`config.mk`:
```
export PLATFORM = sky130hd
export DESIGN_NAME = flyback_fault_supervisor
export DESIGN_NICKNAME = d
export VERILOG_FILES = /design/src/fault_pkg.sv /design/src/flyback_fault_supervisor.sv
export SDC_FILE = /design/constraint.sdc
export NUM_CORES = 1
export LEC_CHECK = 0
export ABC_AREA = 1
export BUFFER_PORTS_ARGS = -buffer_cell sky130_fd_sc_hd__buf_2
export CAP_MARGIN = 40
export CORE_ASPECT_RATIO = 0.6
export CORE_UTILIZATION = 30
export DETAILED_ROUTE_END_ITERATION = 10
export GPL_TIMING_DRIVEN = 1
export PLACE_DENSITY = 0.42
export SETUP_SLACK_MARGIN = 0.02
export SYNTH_ARGS = -nofsm -noshare
export SYNTH_HDL_FRONTEND = slang
export SYNTH_SLANG_ARGS = --single-unit
```
`constraint.sdc`:
```
create_clock -name mclk_i -period 4.19 [get_ports mclk_i]
set_input_delay 0.6285 -clock mclk_i [delete_from_list [all_inputs] [get_ports mclk_i]]
set_output_delay 0.6285 -clock mclk_i [all_outputs]
set_load 0.01 [all_outputs]
```
`src/fault_pkg.sv`:
```
// Constants for the flyback fault supervisor.
// Functional notes
// - Supply OV, brownout, output OV, overtemp: normal restart.
// - Output under-voltage enters extended auto-restart.
// - Restart stops switching; drive held off throughout.
// - Turn-off threshold in normal restart enters deep low current.
// - Re-enable threshold clears protection, enables startup source.
// - Turn-on threshold after clear resumes switching.
// - Supply OV needs flag held full debounce.
// - Low line current on-time beyond filter: brownout.
// - Overtemp flag disables drive, enters auto-restart.
// - Output OV on more than two consecutive cycles.
// - Sample under-voltage at diode conduction end.
// - Under-voltage beyond configured cycle count triggers fault.
// - Blank under-voltage detection after power-on.
// - Current limit comparator ends gate pulse.
// - Diode-short comparator ends pulse, even during blanking.
// - After diode short, restart at the next cycle start.
// - Sense short on more than two cycles: restart.
// - Extended restart cycles supply twice, then resumes.
package fault_pkg;
   // ===========================================
   // Timing
   localparam int unsigned CLK_HZ = 200_000_000;
   localparam int unsigned SUPPLY_OV_DEBOUNCE_NS = 70_000;
   localparam int unsigned BROWNOUT_FILTER_US = 16_500;
   localparam int unsigned UV_STARTUP_BLANK_US = 45_000;
   localparam int unsigned SUPPLY_OV_CYCLES = SUPPLY_OV_DEBOUNCE_NS / 5;
   localparam int unsigned BROWNOUT_CYCLES = BROWNOUT_FILTER_US * (CLK_HZ / 1_000_000);
   localparam int unsigned UV_BLANK_CYCLES = UV_STARTUP_BLANK_US * (CLK_HZ / 1_000_000);
   // ===========================================
   // Counts
   localparam int unsigned OVERVOLTAGE_CYCLE_COUNT = 2;
   localparam int unsigned SENSE_SHORT_CYCLE_COUNT = 2;
   localparam int unsigned EXTENDED_RESTART_LOOPS = 2;
   localparam logic [7:0] UNDERVOLTAGE_CYCLE_RESET = 8'h04;
   // ===========================================
   // Supervisor states
   typedef enum logic [2:0] {
      ST_RUN = 3'b000,
      ST_DIODE_WAIT = 3'b001,
      ST_RESTART = 3'b010,
      ST_DEEP = 3'b011,
      ST_CHARGE = 3'b100
   } sup_state_t;
endpackage : fault_pkg

```
`src/flyback_fault_supervisor.sv`:
```
// Fault supervisor for a quasi-resonant flyback controller.
`timescale 1ns/10ps
module flyback_fault_supervisor #(
   parameter int unsigned BROWNOUT_CYC = fault_pkg::BROWNOUT_CYCLES,
   parameter int unsigned UV_BLANK_CYC = fault_pkg::UV_BLANK_CYCLES,
   parameter int unsigned CNT_W = 24
) (
   input wire logic mclk_i,
   input wire logic rst_n_i,
   input wire logic ce_i,
   input wire logic gate_req_i,
   input wire logic supply_ov_cmp_i,
   input wire logic line_low_cmp_i,
   input wire logic overtemp_cmp_i,
   input wire logic sense_ov_cmp_i,
   input wire logic sense_uv_cmp_i,
   input wire logic diode_end_i,
   input wire logic current_limit_cmp_i,
   input wire logic diode_short_cmp_i,
   input wire logic sense_short_cmp_i,
   input wire logic supply_off_thr_i,
   input wire logic startup_reenable_threshold_i,
   input wire logic supply_on_thr_i,
   input wire logic [7:0] undervoltage_cycle_count_i,
   output logic gate_o,
   output logic startup_source_en_o,
   output logic deep_low_current_state_o,
   output logic low_current_o,
   output logic restart_active_o,
   output logic extended_restart_o,
   output logic [5:0] fault_cause_o
);
   localparam int unsigned NSYNC = 15;
   localparam logic [CNT_W-1:0] OV_LIM = CNT_W'(fault_pkg::SUPPLY_OV_CYCLES);
   localparam logic [CNT_W-1:0] BO_LIM = CNT_W'(BROWNOUT_CYC);
   localparam logic [CNT_W-1:0] BL_LIM = CNT_W'(UV_BLANK_CYC);
   localparam logic [1:0] OVC_LIM = 2'(fault_pkg::OVERVOLTAGE_CYCLE_COUNT);
   localparam logic [1:0] SHC_LIM = 2'(fault_pkg::SENSE_SHORT_CYCLE_COUNT);
   localparam logic [1:0] EXT_LOOPS = 2'(fault_pkg::EXTENDED_RESTART_LOOPS);

   // ===========================================
   // Input synchronisers
   // Inputs pass three stages; a level is taken only when stages two and three agree.
   logic [NSYNC-1:0] raw;
   logic [NSYNC-1:0] s1_r;
   logic [NSYNC-1:0] s2_r;
   logic [NSYNC-1:0] s3_r;
   logic [NSYNC-1:0] flt_r;
   logic [NSYNC-1:0] flt_nxt;
   assign raw = {gate_req_i, supply_ov_cmp_i, line_low_cmp_i, overtemp_cmp_i, sense_ov_cmp_i,
                 sense_uv_cmp_i, diode_end_i, current_limit_cmp_i, diode_short_cmp_i,
                 sense_short_cmp_i, supply_off_thr_i, startup_reenable_threshold_i,
                 supply_on_thr_i, 2'b00};
   assign flt_nxt = ((s2_r ~^ s3_r) & s3_r) | ((s2_r ^ s3_r) & flt_r);
   always_ff @(posedge mclk_i or negedge rst_n_i) begin
      if (!rst_n_i) begin
         s1_r <= '0;
         s2_r <= '0;
         s3_r <= '0;
         flt_r <= '0;
      end else if (ce_i) begin
         s1_r <= raw;
         s2_r <= s1_r;
         s3_r <= s2_r;
         flt_r <= flt_nxt;
      end
   end
   logic req_s, sov_s, llow_s, otp_s, vov_s, vuv_s, dend_s, clim_s, dsh_s, csh_s;
   logic voff_s, vre_s, von_s;
   assign {req_s, sov_s, llow_s, otp_s, vov_s, vuv_s, dend_s, clim_s, dsh_s, csh_s,
           voff_s, vre_s, von_s} = flt_r[NSYNC-1:2];

   // ===========================================
   // Edge and cycle detection
   // The combinational pulse terminators still pass through the sync delay; analog
   // hardware is expected to hold a faster path outside this block.
   logic req_d_r;
   logic dend_d_r;
   wire cyc_start = req_s & ~req_d_r;
   wire dend_fall = ~dend_s & dend_d_r;

   // ===========================================
   // Fault counters
   logic [CNT_W-1:0] sov_cnt_r;
   logic [CNT_W-1:0] bo_cnt_r;
   logic [CNT_W-1:0] blank_cnt_r;
   logic [1:0] vov_cnt_r;
   logic [1:0] csh_cnt_r;
   logic [7:0] uv_cnt_r;
   logic vov_seen_r;
   logic csh_seen_r;
   logic uv_sample_r;
   logic pulse_kill_r;
   logic dsh_pend_r;
   wire blanked = blank_cnt_r != BL_LIM;
   wire sov_fault = sov_s && (sov_cnt_r == OV_LIM);
   wire bo_fault = bo_cnt_r == BO_LIM;
   wire otp_fault = otp_s;
   wire vov_fault = cyc_start && vov_seen_r && (vov_cnt_r == OVC_LIM);
   wire csh_fault = cyc_start && csh_seen_r && (csh_cnt_r == SHC_LIM);
   wire uv_fault = !blanked && cyc_start && uv_sample_r
                   && (uv_cnt_r >= undervoltage_cycle_count_i);
   wire dsh_fault = dsh_pend_r && cyc_start;
   wire normal_fault = sov_fault | bo_fault | otp_fault | vov_fault | csh_fault | dsh_fault;

   // ===========================================
   // Supervisor state machine
   fault_pkg::sup_state_t st_r;
   fault_pkg::sup_state_t st_nxt;
   logic ext_r;
   logic ext_nxt;
   logic [1:0] loop_r;
   logic [1:0] loop_nxt;
   wire running = (st_r == fault_pkg::ST_RUN);
   always_comb begin
      st_nxt = st_r;
      ext_nxt = ext_r;
      loop_nxt = loop_r;
      unique case (st_r)
         fault_pkg::ST_RUN: begin
            if (normal_fault) begin
               st_nxt = fault_pkg::ST_RESTART;
               ext_nxt = 1'b0;
            end else if (uv_fault) begin
               st_nxt = fault_pkg::ST_RESTART;
               ext_nxt = 1'b1;
               loop_nxt = '0;
            end
         end
         fault_pkg::ST_RESTART: begin
            // The extended sequence skips the deep state; it only loops on the rail flags.
            if (!ext_r && voff_s) st_nxt = fault_pkg::ST_DEEP;
            else if (ext_r && vre_s) st_nxt = fault_pkg::ST_CHARGE;
         end
         fault_pkg::ST_DEEP: begin
            if (vre_s) st_nxt = fault_pkg::ST_CHARGE;
         end
         fault_pkg::ST_CHARGE: begin
            if (von_s) begin
               if (ext_r && (loop_r != EXT_LOOPS - 2'd1)) begin
                  st_nxt = fault_pkg::ST_RESTART;
                  loop_nxt = loop_r + 2'd1;
               end else begin
                  st_nxt = fault_pkg::ST_RUN;
                  ext_nxt = 1'b0;
               end
            end
         end
         default: st_nxt = fault_pkg::ST_RESTART;
      endcase
   end

   wire [5:0] cause_nxt = {csh_fault | dsh_fault, uv_fault & ~normal_fault, vov_fault,
                           otp_fault, bo_fault, sov_fault};

   // ===========================================
   // Sequential logic
   always_ff @(posedge mclk_i or negedge rst_n_i) begin
      if (!rst_n_i) begin
         req_d_r <= 1'b0;
         dend_d_r <= 1'b0;
         sov_cnt_r <= '0;
         bo_cnt_r <= '0;
         blank_cnt_r <= '0;
         vov_cnt_r <= '0;
         csh_cnt_r <= '0;
         uv_cnt_r <= fault_pkg::UNDERVOLTAGE_CYCLE_RESET;
         vov_seen_r <= 1'b0;
         csh_seen_r <= 1'b0;
         uv_sample_r <= 1'b0;
         pulse_kill_r <= 1'b0;
         dsh_pend_r <= 1'b0;
         st_r <= fault_pkg::ST_CHARGE;
         ext_r <= 1'b0;
         loop_r <= '0;
         fault_cause_o <= '0;
      end else if (ce_i) begin
         req_d_r <= req_s;
         dend_d_r <= dend_s;
         st_r <= st_nxt;
         ext_r <= ext_nxt;
         loop_r <= loop_nxt;
         if (running && normal_fault) fault_cause_o <= cause_nxt;
         else if (running && uv_fault) fault_cause_o <= cause_nxt;
         if (blanked) blank_cnt_r <= blank_cnt_r + 1'b1;
         sov_cnt_r <= !sov_s ? '0 : (sov_cnt_r == OV_LIM) ? sov_cnt_r : sov_cnt_r + 1'b1;
         // Brownout only counts while the gate request is high and the line current reads low.
         if (req_s && running) begin
            if (!llow_s) bo_cnt_r <= '0;
            else if (bo_cnt_r != BO_LIM) bo_cnt_r <= bo_cnt_r + 1'b1;
         end
         if (!running) bo_cnt_r <= '0;
         if (dend_fall) uv_sample_r <= vuv_s;
         if (vov_s) vov_seen_r <= 1'b1;
         if (csh_s) csh_seen_r <= 1'b1;
         if (cyc_start) begin
            vov_seen_r <= vov_s;
            csh_seen_r <= csh_s;
            vov_cnt_r <= !vov_seen_r ? '0 : (vov_cnt_r == OVC_LIM) ? vov_cnt_r
                         : vov_cnt_r + 2'd1;
            csh_cnt_r <= !csh_seen_r ? '0 : (csh_cnt_r == SHC_LIM) ? csh_cnt_r
                         : csh_cnt_r + 2'd1;
            uv_cnt_r <= (!uv_sample_r || blanked) ? '0 : (uv_cnt_r == 8'hff) ? uv_cnt_r
                        : uv_cnt_r + 8'h01;
            pulse_kill_r <= 1'b0;
            if (dsh_pend_r) dsh_pend_r <= 1'b0;
         end
         if (clim_s && req_s) pulse_kill_r <= 1'b1;
         if (dsh_s && req_s) begin
            pulse_kill_r <= 1'b1;
            dsh_pend_r <= 1'b1;
         end
         if (!running) begin
            vov_cnt_r <= '0;
            csh_cnt_r <= '0;
            uv_cnt_r <= '0;
            dsh_pend_r <= 1'b0;
         end
      end
   end

   // ===========================================
   // Registered outputs
   wire gate_nxt = running && st_nxt == fault_pkg::ST_RUN && req_s && !pulse_kill_r
                   && !clim_s && !dsh_s;
   always_ff @(posedge mclk_i or negedge rst_n_i) begin
      if (!rst_n_i) begin
         gate_o <= 1'b0;
         startup_source_en_o <= 1'b1;
         deep_low_current_state_o <= 1'b0;
         low_current_o <= 1'b0;
         restart_active_o <= 1'b0;
         extended_restart_o <= 1'b0;
      end else if (ce_i) begin
         gate_o <= gate_nxt;
         startup_source_en_o <= (st_nxt == fault_pkg::ST_CHARGE);
         deep_low_current_state_o <= (st_nxt == fault_pkg::ST_DEEP);
         low_current_o <= ext_nxt && (st_nxt != fault_pkg::ST_RUN);
         restart_active_o <= (st_nxt != fault_pkg::ST_RUN);
         extended_restart_o <= ext_nxt;
      end
   end
endmodule : flyback_fault_supervisor

```
==> out/metrics.cfg <==
[run_status]
outcome = finished, final reports clean

[placement]
finalWeightedCongestion = 0.833
hpwl_mm = 16.3
portBuffers = 35
placed_cells = 1566

[clocking]
clk_pin_slew_ns = 0.07
clockBufferDepth = 2
cts_hold_buffers = 0
clockRootBuffer = clkbuf_16
ctsHtreeMaxLevel = 4
cts_setup_buffers = 0
numCtsBuffers = 17
cts_tree = built
clock_latency_ns = 0.45
clock-sinks = 160
cts_resized = 0

[timing]
final.setup.tns_ns = 0
hold_viol_final = 0
fmax_mhz = 443
period_share_pct = 53.9
tightest_slew_ns = 0.602
timing.final.crit_period_ns = 2.26
maxSlewViolCount = 0
slew_headroom_pct = 59.9
finClkSkew_ns = 0.00777
rsz0062_at_grt = no
finalSetupViolations = 0

[routing]
routedWlPerCell_um = 13.8
drt-vias-per-instance = 4.45
drc = 0
wl_met3_um = 828
finalWirelength_mm = 22.0
first_iter_violations = 473
dr_wl_met2_mm = 7.71
routed-via-count = 7106
ant_nets = 0
topRoutingLayerUsed = met4
drt_pass1_iterations = 5
wl_met1_mm = 13.3

[worst_setup_path]
startpoint_type = flip-flop
r2r_slack_ns = 1.93
critPathRequiredTime_ns = 4.52
arrival_ns = 2.59
critPathMaxFanout = 25
end_kind = flip-flop
regToRegEndpoint = bo_cnt_r[15]
critPathKind = reg -> reg
reg2reg_depth = 8
worst_r2r_startpoint = st_r[1]

[layout]
diodes = 0
drive_gt1_share_pct = 11.5
fin_nets = 1240
instances_no_fill = 1597
syn_to_final_growth_pct = 13.2

[global_route]
grt_max_degree = 68
grt_pass1_wl_mm = 36.9
overflow = 0
antenna_found_initial = 0
grt.total_usage_pct = 15.7
grt_pass1_vias = 6642

[synthesis]
ys_types = 47
synth-async-reset-ratio_pct = 100
ys.flop_type = dfrtp_1
synth_edf_count = 0
ys_seq_area_share_pct = 44.8
yosysTopAreaCell = dfrtp_1
synth_top_area_share_pct = 43.9
syn-cell-area_um2 = 8940
yosys-top-cells-area = dfrtp_1 (44%), nand2_1 (14%), inv_1 (5.1%), nor2_1 (4.9%), ha_1 (4.3%)
synth_top_cells_by_count = nand2_1 (336), dfrtp_1 (157), inv_1 (121)
netlist_instances = 1152
synthesis.nets = 1207
ys_ff_latch = 160
postSynthAreaPerCell_um2 = 7.76
synthMostInstantiatedCell = nand2_1
yosys_warnings = 0

[die]
dieArea_um2 = 30500
die_h_um = 136
die_w_um = 225
coreArea_um2 = 29000
io_pins = 36
start_util_pct = 30.8
rows = 48

[power]
max-vdd-ir-drop_uv = 325
p_leak_uw = 0.00474
pwr_density_cell_nw_per_um2 = 444

[worst_hold_path]
hold_path_class = in -> async

[run]
drv_cap = 0

==> sequential cells by signal, summed over array words and instances, names as in the netlist, 3 cells and up <==
| signal | cells |
|---|---|
| s2_r | 13 |
| uv_cnt_r | 8 |
| fault_cause_o | 6 |
| flt_r | 13 |
| s3_r | 13 |
| sov_cnt_r | 24 |
| s1_r | 13 |
| st_r | 3 |
| blank_cnt_r | 24 |
| bo_cnt_r | 24 |
==> metrics by stage <==
stage	hold WS [ns]	setup slack (ns)	instance area [um2]	total power (uW)	utilization, %
2_1_floorplan	0.333	2.34	8940	2680	-
3_3_place_gp	0.456	1.70	9510	2950	32.8
3_5_place_dp	0.459	1.75	9540	2940	32.9
4_1_cts	0.00773	1.93	10100	4570	34.9
5_1_grt	0.0166	1.68	10100	4800	34.9
6_report	0.0207	1.93	10100	4490	34.9
==> report_power, final <==
group	switching, uW	internal, uW
Sequential	186	1740
Clock	701	884
Combinational	695	287
==> layer usage <==
metal,up-vias,track usage [%]
li1,3767,-
met1,3225,26.5
met2,101,18.5
met3,13,3.93
met4,0,3.67
met5,-,0
==> worst max-delay path by stage <==
stage,from,end,slack [ns],cells after the start
2_1_floorplan,undervoltage_cycle_count_i[1],fault_cause_o[1],2.34,14
3_3_place_gp,undervoltage_cycle_count_i[7],fault_cause_o[0],1.70,12
3_5_place_dp,undervoltage_cycle_count_i[1],fault_cause_o[0],1.75,14
4_1_cts,st_r[1],bo_cnt_r[15],1.93,8
5_1_grt,sov_cnt_r[0],sov_cnt_r[9],1.68,12
6_report,st_r[1],bo_cnt_r[15],1.93,8
==> area by class of cell <==
cell class / count / area [um2]
clock inverter: 14 / 158
tap: 400 / 500
sequential: 160 / 4010
multi-input combinational: 829 / 4270
timing repair buffer: 42 / 254
clock buffer: 17 / 425
fill: 3085 / 18900
inverter: 135 / 507
==> critical path, cell delays in order (launching register included) <==
cell,delay [ns]
dfrtp_1,0.46
nor2_2,0.20
nand2_2,0.22
o21ai_2,0.43
nand2_4,0.27
inv_2,0.27
nor2_1,0.08
xnor2_1,0.13
nor2_1,0.05
==> cells in the final DEF, fill, tap and decap left out, types with 27 or more instances in the layout <==
cell,instances
xor2_1,35
nand3_1,62
inv_1,121
dfrtp_1,157
nand4_1,27
o21ai_0,70
nor3_1,31
nand2_1,336
buf_2,34
ha_1,31
nor2_1,117
==> kinds of logic after synthesis <==
group | after synthesis | synth area share, %
simple gates | 624 | 30.9
buf+inv | 163 | 7.44
flops | 160 | 44.8
compound gates | 129 | 8.06
xor+xnor | 43 | 4.21
fa+ha+maj | 31 | 4.34
mux | 2 | 0.252
No activity file was read; power rests on OpenSTA's default activity.
